$ cat src/bas_defs.vh
// Constants for the bipolar converter sequencer: offsets, fields, timing.
//
// Behaviour
// - One input reaches the converter via the mux; reference after reset.
// - Select pair A,B: 00 reference, 01 B, 10 A, 11 virtual ground.
// - Two acquisition cycles start a conversion; sample held to its end.
// - A conversion, acquisition included, lasts ten clock cycles.
// - On data valid, upper four bits go to high register, lower to shadow.
// - Only a high register read copies the shadow into the low register.
// - Result bit 7 is the sign: one above virtual ground, zero below.
// - Negative side in ones complement; -full reads 0x00, +full reads 0xff.
// - Reference select 1: internal supply; 0, the reset value: the pad.
// - Mode bit 0 means continuous operation, 1 means single conversion.
// - After reset mode, start and both select bits are zero.
// - In continuous mode, start repeats conversions at about 3.2 kHz.
// - Clearing start in continuous mode ends after the current conversion.
// - Each completed conversion raises the request, in both modes.
// - The interrupt request has its own mask bit, masked after reset.
// - In single mode start triggers exactly one conversion, then idle.
// - Single mode clears start at conversion end, raising the request then.
`ifndef BAS_DEFS_VH
`define BAS_DEFS_VH

`define BAS_OFS_CONTROL 8'h00
`define BAS_OFS_LOW     8'h04
`define BAS_OFS_HIGH    8'h08
`define BAS_OFS_SYSCTL3 8'h0c
`define BAS_OFS_STATUS  8'h10
`define BAS_OFS_MASK    8'h14

`define BAS_CTL_SEL_A  0
`define BAS_CTL_SEL_B  1
`define BAS_CTL_SINGLE 2
`define BAS_CTL_GO     3
`define BAS_SYS_REFSEL 3
`define BAS_IRQ_DONE   0

`define BAS_PCLK_HZ     20000000
`define BAS_REPEAT_HZ   3200
`define BAS_CONV_CYCLES 10
`define BAS_ACQ_CYCLES  2
`define BAS_CLK_DIV     (`BAS_PCLK_HZ / (`BAS_REPEAT_HZ * `BAS_CONV_CYCLES))

`endif

$ cat src/placeholder_none.v
// Intentionally empty source unit kept out of the design.
`timescale 1ns/1ps
`default_nettype none
`default_nettype wire
$ cat src/bas_sequencer.v
// Sequencer for an 8-bit bipolar successive-approximation converter.
//
// The placing of the registers and the APB interface to the registers were left to the implementer.
`timescale 1ns/1ps
`default_nettype none
`include "bas_defs.vh"

module bas_sequencer #(
    parameter CLK_DIV = `BAS_CLK_DIV
) (
    input  wire        pclk,
    input  wire        presetn,
    input  wire        psel,
    input  wire        penable,
    input  wire        pwrite,
    input  wire [7:0]  paddr,
    input  wire [31:0] pwdata,
    output reg  [31:0] prdata,
    output reg         pready,
    output reg         pslverr,
    input  wire        comparator_high,
    output reg  [3:0]  input_route,
    output reg         reference_source_select,
    output reg         sample_enable,
    output reg  [7:0]  dac_code,
    output reg         conversion_done_irq
);

    localparam ST_IDLE = 2'd0;
    localparam ST_ACQ  = 2'd1;
    localparam ST_CONV = 2'd2;

    reg  [15:0] div_count;
    reg         tick;
    reg  [1:0]  state;
    reg  [2:0]  step;
    reg         input_select_a;
    reg         input_select_b;
    reg         single_mode;
    reg         conversion_go;
    reg  [3:0]  result_high_reg;
    reg  [3:0]  result_low_reg;
    reg  [3:0]  shadow_low;
    reg         irq_status;
    reg         conversion_irq_mask;
    reg  [7:0]  conversion_result;
    reg  [31:0] next_rdata;
    reg         next_err;
    reg         done_set;
    wire        access;
    wire        first;
    wire        wr;
    wire        rd;

    assign first  = psel & penable & ~pready;
    assign access = psel & penable & pready;
    assign wr     = access & pwrite;
    assign rd     = access & ~pwrite;

    // One-cycle enable at the converter clock rate.
    always @(posedge pclk or negedge presetn) begin
        if (!presetn) begin
            div_count <= 16'h0000;
            tick      <= 1'b0;
        end else if (div_count == CLK_DIV[15:0] - 16'h0001) begin
            div_count <= 16'h0000;
            tick      <= 1'b1;
        end else begin
            div_count <= div_count + 16'h0001;
            tick      <= 1'b0;
        end
    end

    // Bus answer is registered: pready rises on the second access cycle.
    always @* begin
        next_rdata = 32'h0000_0000;
        next_err   = 1'b0;
        if (paddr == `BAS_OFS_CONTROL) begin
            next_rdata[`BAS_CTL_GO]     = (state != ST_IDLE);
            next_rdata[`BAS_CTL_SINGLE] = single_mode;
            next_rdata[`BAS_CTL_SEL_B]  = input_select_b;
            next_rdata[`BAS_CTL_SEL_A]  = input_select_a;
        end else if (paddr == `BAS_OFS_LOW) begin
            next_rdata[3:0] = result_low_reg;
        end else if (paddr == `BAS_OFS_HIGH) begin
            next_rdata[3:0] = result_high_reg;
        end else if (paddr == `BAS_OFS_SYSCTL3) begin
            next_rdata[`BAS_SYS_REFSEL] = reference_source_select;
        end else if (paddr == `BAS_OFS_STATUS) begin
            next_rdata[`BAS_IRQ_DONE] = irq_status;
        end else if (paddr == `BAS_OFS_MASK) begin
            next_rdata[`BAS_IRQ_DONE] = conversion_irq_mask;
        end else begin
            next_err = 1'b1;
        end
    end

    always @(posedge pclk or negedge presetn) begin
        if (!presetn) begin
            pready  <= 1'b0;
            pslverr <= 1'b0;
            prdata  <= 32'h0000_0000;
        end else begin
            pready  <= first;
            pslverr <= first & next_err;
            if (first & ~pwrite) begin
                prdata <= next_rdata;
            end else if (access) begin
                prdata <= 32'h0000_0000;
            end
        end
    end

    // Software-owned configuration bits.
    always @(posedge pclk or negedge presetn) begin
        if (!presetn) begin
            input_select_a          <= 1'b0;
            input_select_b          <= 1'b0;
            single_mode             <= 1'b0;
            reference_source_select <= 1'b0;
            conversion_irq_mask     <= 1'b0;
        end else if (wr && paddr == `BAS_OFS_CONTROL) begin
            input_select_a <= pwdata[`BAS_CTL_SEL_A];
            input_select_b <= pwdata[`BAS_CTL_SEL_B];
            single_mode    <= pwdata[`BAS_CTL_SINGLE];
        end else if (wr && paddr == `BAS_OFS_SYSCTL3) begin
            reference_source_select <= pwdata[`BAS_SYS_REFSEL];
        end else if (wr && paddr == `BAS_OFS_MASK) begin
            conversion_irq_mask <= pwdata[`BAS_IRQ_DONE];
        end
    end

    // One-hot mux drive: bit 0 reference, 1 B input, 2 A input, 3 ground.
    always @(posedge pclk or negedge presetn) begin
        if (!presetn) begin
            input_route <= 4'h1;
        end else begin
            input_route <= 4'h1 << {input_select_a, input_select_b};
        end
    end

    // Start bit: software sets or clears it; single mode clears it at
    // the end of its conversion unless software writes in that cycle.
    always @(posedge pclk or negedge presetn) begin
        if (!presetn) begin
            conversion_go <= 1'b0;
        end else if (wr && paddr == `BAS_OFS_CONTROL) begin
            conversion_go <= pwdata[`BAS_CTL_GO];
        end else if (done_set && single_mode) begin
            conversion_go <= 1'b0;
        end
    end

    always @* begin
        done_set = tick && state == ST_CONV && step == 3'd0;
    end

    // Two acquisition cycles then eight bit decisions, msb first.
    always @(posedge pclk or negedge presetn) begin
        if (!presetn) begin
            state             <= ST_IDLE;
            step              <= 3'd0;
            sample_enable     <= 1'b0;
            conversion_result <= 8'h00;
            dac_code          <= 8'h00;
        end else if (tick) begin
            case (state)
                ST_IDLE: begin
                    if (conversion_go) begin
                        state         <= ST_ACQ;
                        step          <= 3'd0;
                        sample_enable <= 1'b1;
                    end
                end
                ST_ACQ: begin
                    if (step == `BAS_ACQ_CYCLES - 1) begin
                        state         <= ST_CONV;
                        step          <= 3'd7;
                        sample_enable <= 1'b0;
                        dac_code      <= 8'h80;
                    end else begin
                        step <= step + 3'd1;
                    end
                end
                ST_CONV: begin
                    // Code is monotonic: 0x80 is ground, ones complement
                    // below it, so the plain search yields the bipolar form.
                    conversion_result[step] <= comparator_high;
                    if (step != 3'd0) begin
                        dac_code[step]        <= comparator_high;
                        dac_code[step - 3'd1] <= 1'b1;
                        step                  <= step - 3'd1;
                    end else begin
                        dac_code[0] <= comparator_high;
                        step        <= 3'd0;
                        if (conversion_go && !single_mode) begin
                            state         <= ST_ACQ;
                            sample_enable <= 1'b1;
                        end else begin
                            state <= ST_IDLE;
                        end
                    end
                end
                default: begin
                    state <= ST_IDLE;
                end
            endcase
        end
    end

    // Result capture on data valid, and copy-out on a high read.
    always @(posedge pclk or negedge presetn) begin
        if (!presetn) begin
            result_high_reg <= 4'h0;
            shadow_low      <= 4'h0;
            result_low_reg  <= 4'h0;
        end else begin
            if (done_set) begin
                // Bit 0 is decided at this very tick, so it comes straight
                // from the comparator rather than from the result register.
                result_high_reg <= conversion_result[7:4];
                shadow_low      <= {conversion_result[3:1],
                                    comparator_high};
            end
            if (rd && paddr == `BAS_OFS_HIGH) begin
                result_low_reg <= shadow_low;
            end
        end
    end

    // Sticky done flag, write one to clear, set wins over clear.
    always @(posedge pclk or negedge presetn) begin
        if (!presetn) begin
            irq_status          <= 1'b0;
            conversion_done_irq <= 1'b0;
        end else begin
            if (done_set) begin
                irq_status <= 1'b1;
            end else if (wr && paddr == `BAS_OFS_STATUS &&
                         pwdata[`BAS_IRQ_DONE]) begin
                irq_status <= 1'b0;
            end
            conversion_done_irq <= irq_status & conversion_irq_mask;
        end
    end

endmodule

`default_nettype wire

$ cat config.mk
export PLATFORM = sky130hd
export DESIGN_NAME = bas_sequencer
export DESIGN_NICKNAME = d
export VERILOG_FILES = /design/src/placeholder_none.v /design/src/bas_sequencer.v
export VERILOG_INCLUDE_DIRS = /design/src /design/src/src
export SDC_FILE = /design/constraint.sdc
export NUM_CORES = 1
export LEC_CHECK = 0
export BUFFER_PORTS_ARGS = -buffer_cell sky130_fd_sc_hd__buf_2
export CORE_ASPECT_RATIO = 0.75
export CORE_MARGIN = 3
export CORE_UTILIZATION = 47
export DETAILED_ROUTE_END_ITERATION = 8
export PLACE_DENSITY = 0.76
export SLEW_MARGIN = 30
export SYNTH_ARGS = -nofsm -noshare
export SYNTH_HDL_FRONTEND = slang
export SYNTH_SLANG_ARGS = --single-unit
$ cat constraint.sdc
create_clock -name pclk -period 3.6 [get_ports pclk]
set_input_delay 0.54 -clock pclk [delete_from_list [all_inputs] [get_ports pclk]]
set_output_delay 0.54 -clock pclk [all_outputs]
set_load 0.01 [all_outputs]
=== Word-level counts from Yosys, hierarchy flattened ===
Index checks and enable logic that the tools add are counted.

* Logic and storage cells: 136
* Register bits after elaboration: 97
* Input port bits: 46

* Add/subtract/negate cells: 3
* Reductions and logical operators: 31
* Mux-type cells: 47
* Order comparisons: 4
* Shift operators: 1
* Eq/ne operators: 14
* Bitwise gates (word level): 13

{| class="wikitable"
|+ Operator list
! cell !! count
|-
| 32-bit two-way mux || 2
|-
| 1-bit two-way mux || 25
|-
| 16-bit by 1-bit adder with 16-bit output (second input constant) || 1
|-
| 8-bit bitwise mux || 2
|-
| 16-bit by 10-bit == test with 1-bit output (second input constant) || 1
|-
| 8-bit by 4-bit == test with 1-bit output (second input constant) || 2
|-
| 8-bit by 5-bit == test with 1-bit output (second input constant) || 2
|-
| 16-bit two-way mux || 1
|-
| 8-bit one-hot mux with 2 select lines || 1
|-
| 1-bit logical AND || 12
|-
| 2-bit nonzero test || 5
|-
| 3-bit two-way mux || 3
|-
| 3-bit one-hot mux with 3 select lines || 1
|-
| 3-bit AND reduction || 3
|-
| 1-bit AND || 8
|-
| 8-bit by 3-bit == test with 1-bit output (second input constant) || 1
|-
| 8-bit logical NOT || 1
|-
| 3-bit by 4-bit < comparator with 1-bit output (second input constant) || 2
|-
| 2-bit two-way mux || 4
|-
| 4-bit two-way mux || 2
|-
| 8-bit two-way mux || 1
|-
| 8-bit OR || 1
|-
| 4-bit AND reduction || 2
|-
| 7-bit two-way mux || 1
|-
| 19 further kinds || 29
|}

=== Longest topological paths before layout ===
* Word-level depth: 8
* Depth in mapped cells: 8
* Depth with buffers taken out: 6

=== Least setup slack after synthesis ===
No wires, ideal clock.

* Kind: register to register
* Start point: register step[0]
* End point: register sample_enable
* Data arrival time: 1747 ps
* Stages on the path, launching flop included: 8
* Path slack: 1728 ps
* Clock period less this slack: 1872 ps
* Setup time: 125 ps
* Path buffers: 1
* Cells stage by stage: dfrtp_1 > clkbuf_1 > inv_2 > ha_1 > nor2b_2 > o211a_1 > and3_1 > mux2_2

* Longest elaborated chain between the ends: 3
* Elaborated cells on any way between the ends: 5

{| class="wikitable"
|+ Ends and longest elaborated chain
! what !! RTL line !! text
|-
| start: declaration || bas_sequencer.v:36 || <nowiki>reg [2:0] step;</nowiki>
|-
| start signal: assignment || bas_sequencer.v:182 || <nowiki>step <= step + 3'd1;</nowiki>
|-
| start signal: assignment || bas_sequencer.v:192 || <nowiki>step <= step - 3'd1;</nowiki>
|-
| 3-bit by 1-bit == test with 1-bit output / 3-bit nonzero test (equally long branches) || bas_sequencer.v:176, bas_sequencer.v:189 ||
|-
| 2-bit != test (no source line) || - ||
|-
| 6-bit AND reduction (no source line) (*) || - ||
|-
| end signal: assignment || bas_sequencer.v:172 || <nowiki>sample_enable <= 1'b1;</nowiki>
|-
| end signal: assignment || bas_sequencer.v:179 || <nowiki>sample_enable <= 1'b0;</nowiki>
|-
| end signal: assignment || bas_sequencer.v:198 || <nowiki>sample_enable <= 1'b1;</nowiki>
|-
| end: declaration || bas_sequencer.v:24 || <nowiki>output reg sample_enable,</nowiki>
|}

Mark *: on every way between the ends. The rest lies on a longest branch, timed or not.
A chain may end at the register's enable or synchronous reset.

=== Worst setup path in the final report ===
* Start point: register step[0]
* End point: register dac_code[4]

* Longest elaborated chain between the ends: 8
* Elaborated cells on any way between the ends: 20

{| class="wikitable"
|+ Ends and longest elaborated chain
! what !! RTL line !! text
|-
| 3-bit by 1-bit subtractor with 3-bit output, or another cell as far along || bas_sequencer.v:191 || <nowiki>dac_code[step - 3'd1] <= 1'b1;</nowiki>
|-
| 3-bit by 4-bit < comparator with 1-bit output (not written as such), or another cell as far along || bas_sequencer.v:191 ||
|-
| 1-bit logical AND (not written as such) / 1-bit two-way mux (equally long branches) || bas_sequencer.v:191, bas_sequencer.v:190 ||
|-
| 1-bit two-way mux (not written as such) / 1-bit demux with 3-bit select (equally long branches) || bas_sequencer.v:191, bas_sequencer.v:190 ||
|-
| 1-bit demux with 3-bit select / 8-bit bitwise mux (equally long branches) || bas_sequencer.v:191, bas_sequencer.v:190 ||
|-
| 8-bit OR (no source line) || - ||
|-
| 7-bit two-way mux || bas_sequencer.v:189 || <nowiki>if (step != 3'd0) begin</nowiki>
|-
| 8-bit one-hot mux with 2 select lines || bas_sequencer.v:167 || <nowiki>case (state)</nowiki>
|-
| end signal: indexed assignment || bas_sequencer.v:190 || <nowiki>dac_code[step] <= comparator_high;</nowiki>
|-
| end: declaration || bas_sequencer.v:25 || <nowiki>output reg [7:0] dac_code,</nowiki>
|}

Parallel ways exist; a longest one is shown, timed or not. The select of a mux whose other input is x is not followed.

==> results.md <==
Die:
- The number of I/O pins is 95.
- The floorplan die width is 109 um.
- The initial core utilization is 49.6%.
- The die is 83.1 um tall.
- The number of standard-cell rows in the floorplan is 27.
- The floorplan step defined a die boundary enclosing 9030 um2.
- In this run the standard cell core region covers 7500 um2.

Synth:
- The library cell occupying the most area in the post-synthesis netlist is sky130_fd_sc_hd__dfrtp_1.
- Ranked by total cell area, the synthesized netlist is headed by sky130_fd_sc_hd__dfrtp_1 (45%), sky130_fd_sc_hd__mux2_2 (7.9%), sky130_fd_sc_hd__buf_4 (5.9%).
- The dominant register cell in the synthesized netlist is sky130_fd_sc_hd__dfrtp_1.
- Synthesis instantiated 53 different standard cells from the library.
- The per-instance average area after synthesis is 10.3 um2.
- The number of enable-type register cells in the synthesized netlist is 0.
- The top cell type by area accounts for 45.1% of the synthesized area.
- The commonest cells after synthesis are sky130_fd_sc_hd__dfrtp_1 (67), sky130_fd_sc_hd__buf_4 (29), sky130_fd_sc_hd__mux2_2 (26).
- The synthesized flop and latch total is 68.
- Of all flip-flops after synthesis, the portion carrying an async set or reset was 100%.
- The cell with the most instances after synthesis is sky130_fd_sc_hd__dfrtp_1.
- The instance count of the mapped netlist is 361.
- The cell area after synthesis is 3720 um2.
- The Yosys step of the flow raised 0 warnings.
- The sequential share of the synthesized area is 45.8%.

Worst setup path:
- The most critical setup path has its startpoint at step[0].
- The worst setup path is of the reg2reg kind.
- The required time of the worst setup path is 3.87 ns.
- Measured in cells, the most critical reg-to-reg path has a length of 6.
- On the worst path, the slowest cell contributes a delay of 0.70 ns.
- Data arrives at the worst endpoint at 2.76 ns.
- Walking the worst path, the cells encountered are inv_2 > ha_1 > nor2b_2 > a211oi_2 > a211o_1 > a22o_1.
- The sort of element at the end of the critical path is a register.
- The kind of cell adding the most delay to the critical path is compound AO/OA/AOI/OAI gates.
- The top fanout value on the critical path is 18.
- The startpoint of the most critical register-to-register path is step[0].
- The number of buffers and inverters on the critical path is 1.
- STA classifies the critical path startpoint as a register.
- The cell with the largest stage delay on the worst path is sky130_fd_sc_hd__dfrtp_1.
- The logic depth of the worst path, buffers included is 6.

Power and ir drop:
- Dividing total power by cell area gives a power density of 349 nW/um2.
- The largest vdd supply drop is 0.000241 V.
- Combinational logic is responsible for 4.5% of the overall power.
- Per report_power, the sequential group accounts for 54.2% of the total.
- The clock share of power is 41.2%.
- The analysis attributes to net switching a power of 320 uW.
- The switching share of power is 22.6%.
- Internal power comes to 1.10 mW.
- The static power due to leakage is 1.97 nW.

CTS:
- TritonCTS built the clock tree.
- The number of clock sinks is 68.
- The post-cts sizing count is 0.
- No sink is reached through more buffers than the 2 on the longest clock path.
- After clock tree synthesis, the clock-pin slew on the worst setup and hold paths is 0.07 ns.
- The level count of the clock H-tree is 3.
- The clock buffer count from CTS is 9.
- Clock tree synthesis selected as its root buffer the cell sky130_fd_sc_hd__clkbuf_8.
- The post-CTS repair timing setup buffer count is 0.
- The clock network latency to the later pin of the worst-skew pair is 0.34 ns.
- In this run, post-CTS hold repair placed 0 buffers.

Final layout:
- The final non-filler cell area is 4060 um2.
- The utilization after layout is 54.2%.
- The filler cells instantiated in the layout total 656.
- The multi-input combinational cells in the finished layout cover a total of 1790 um2.
- The largest registers in the layout are div_count x16, dac_code x8, conversion_result x7.
- Relative to the synthesized area, the layout overhead comes to 9.18%.
- 0 antenna diodes ended up in the layout.
- The flip-flop count of the largest register, all copies and words added is 16.
- Summing all flip-flop and latch instances after layout gives 1700 um2.
- The top register by number of flip-flops is div_count.
- Of the cells placed in the final design, the portion with a size suffix greater than 1 is 21.9%.
- The layout net count is 453.

Drt:
- The via density per instance is 5.37.
- The average detailed-routed wire length per instance is 14.6 um.
- The post-detailed-routing wire length is 7330 um.
- The detail route stage leaves a number of antenna-violating nets equal to 0.
- The detailed router finished its first iteration with 156 violations.
- The final route contains 2697 vias.
- After detailed routing, the number of remaining DRC violations is 0.
- The first detailed-routing pass took 5 iterations.

Global routing:
- Entering global routing, the biggest net connects 41 pins.
- The global route total overflow is 0.
- Global routing used 17.3% of the available tracks.
- The via count of the first global-routing pass is 2589.
- After global routing, the most crowded layer is met1.
- Global routing consumed, on the met1 layer, 25.5% of the routing resources.
- The global-route wire length before repair is 12500 um.
- The number of antenna violations at the first check in global routing is 0.
- The met2 global-route usage is 24.6%.
- Global routing consumed, on the met3 layer, 5.98% of the routing resources.

STA:
- For the pin with the worst max-slew slack, the measured transition is 0.771 ns.
- The clock skew after layout is 0.0126 ns.
- Setup repair after global routing left no endpoint under its margin.
- The post-layout minimum cycle time is 2.49 ns.
- Setup violations remaining at the end of the flow were counted as 0.
- Summed over all failing endpoints, the final setup total negative slack is 0 ns.
- The relative max-transition margin is 48.5%.
- The number of max-slew violations in the final report is 0.
- The final critical-path share of the clock period is 69.2%.
- Derived from the worst setup path, the maximum achievable clock frequency is 402 MHz.
- The hold violation total from the final report was 0.
- Setup slack on the critical path of the routed design comes to 1.11 ns.

Place:
- The area after detailed placement is 3880 um2.
- Prior to clock tree synthesis, the placed netlist has a worst setup slack of 1.21 ns.
- The routability congestion estimate is 0.887.
- The detailed placer's ending HPWL is 5370 um.
- In this run the tool buffered the top-level ports with 38 buffer cells.

Hold path:
- The worst hold-check path type is in2async.

Run:
- Max-cap violations in this run came to 0.

Run status:
- The flow ran to the end, and the final reports show no timing, DRC or antenna violations.
-- routing by layer --
layer | vias up | wire length, um
li1 | 1307 | -
met1 | 1285 | 3540
met4 | 0 | 44
met5 | - | 0
met2 | 100 | 3230
met3 | 5 | 512
-- cell families (layout without fill, tap and decap cells) --
group	Yosys count	count (layout)	synth area share, %
XOR/XNOR	15	15	3.53
buffers and inverters	56	69	8.81
other	1	28	0.101
AO/OA/AOI/OAI	63	63	11.7
flip-flops	68	68	45.8
adder cells (fa/ha/maj)	10	10	3.36
AND/OR/NAND/NOR	116	116	17.2
multiplexers	32	32	9.48
-- layout make-up --
type	instances	area share, %
Tap cell	101	3.11
Inverter	14	1.29
Sequential cell	68	41.9
Timing Repair Buffer	40	5.11
Clock buffer	10	3.14
Multi-Input combinational cell	264	44.1
Clock inverter	5	1.32
-- worst register-to-register path: cells and delay by family, from the launching register on --
family / cells / cell delay [ns]
buffers and inverters: 1 / 0.23
adders and majority gates: 1 / 0.30
DFF: 1 / 0.70
and+or+nand+nor: 1 / 0.19
AOI/OAI and AO/OA: 3 / 1.00
-- power by group through the flow --
stage | combinational, mW | clock [mW] | sequential, mW
3_3_place_gp | 0.0630 | 0 | 0.782
3_5_place_dp | 0.0645 | 0 | 0.783
2_1_floorplan | 0.0504 | 0 | 0.783
4_1_cts | 0.0647 | 0.607 | 0.768
6_report | 0.0644 | 0.584 | 0.768
5_1_grt | 0.0729 | 0.652 | 0.768
-- stage by stage --
step | hold WS [ns] | cells | total power, mW
finish | 0.164 | 502 | 1.42
global route | 0.184 | 502 | 1.49
CTS | 0.345 | 502 | 1.44
detailed placement | 0.463 | 487 | 0.847
global placement | 0.461 | 487 | 0.845
floorplan | 0.244 | 388 | 0.834
-- cells in the final DEF (no fill, tap or decap), drive strengths merged, types with 2 or more instances in the layout --
cell type	n
o22ai	6
a311oi	3
nand2	22
and2	4
nand4	2
mux2	26
inv	14
a211o	6
a22o	6
mux2i	6
a31oi	7
o21ai	13
nor2b	8
ha	10
xor2	4
o31ai	4
conb	28
clkbuf	10
nor4b	4
xnor2	11
nor4	3
dfrtp	67
a21oi	9
nand3	18
nand3b	2
nor3b	6
nand2b	5
and3b	2
buf	40
and3	3
nor3	12
nor2	21
clkinv	4
-- worst paths after layout --
check	to	slack [ns]
setup / recovery	dac_code[4]	1.11
max in group asynchronous	input_route[0]	2.77
hold / removal	sample_enable	0.16
hold reg to reg	div_count[15]	0.48
min in group pclk	input_select_b	0.44
setup reg to reg	dac_code[4]	1.11
No activity file was read; power rests on OpenSTA's default activity.
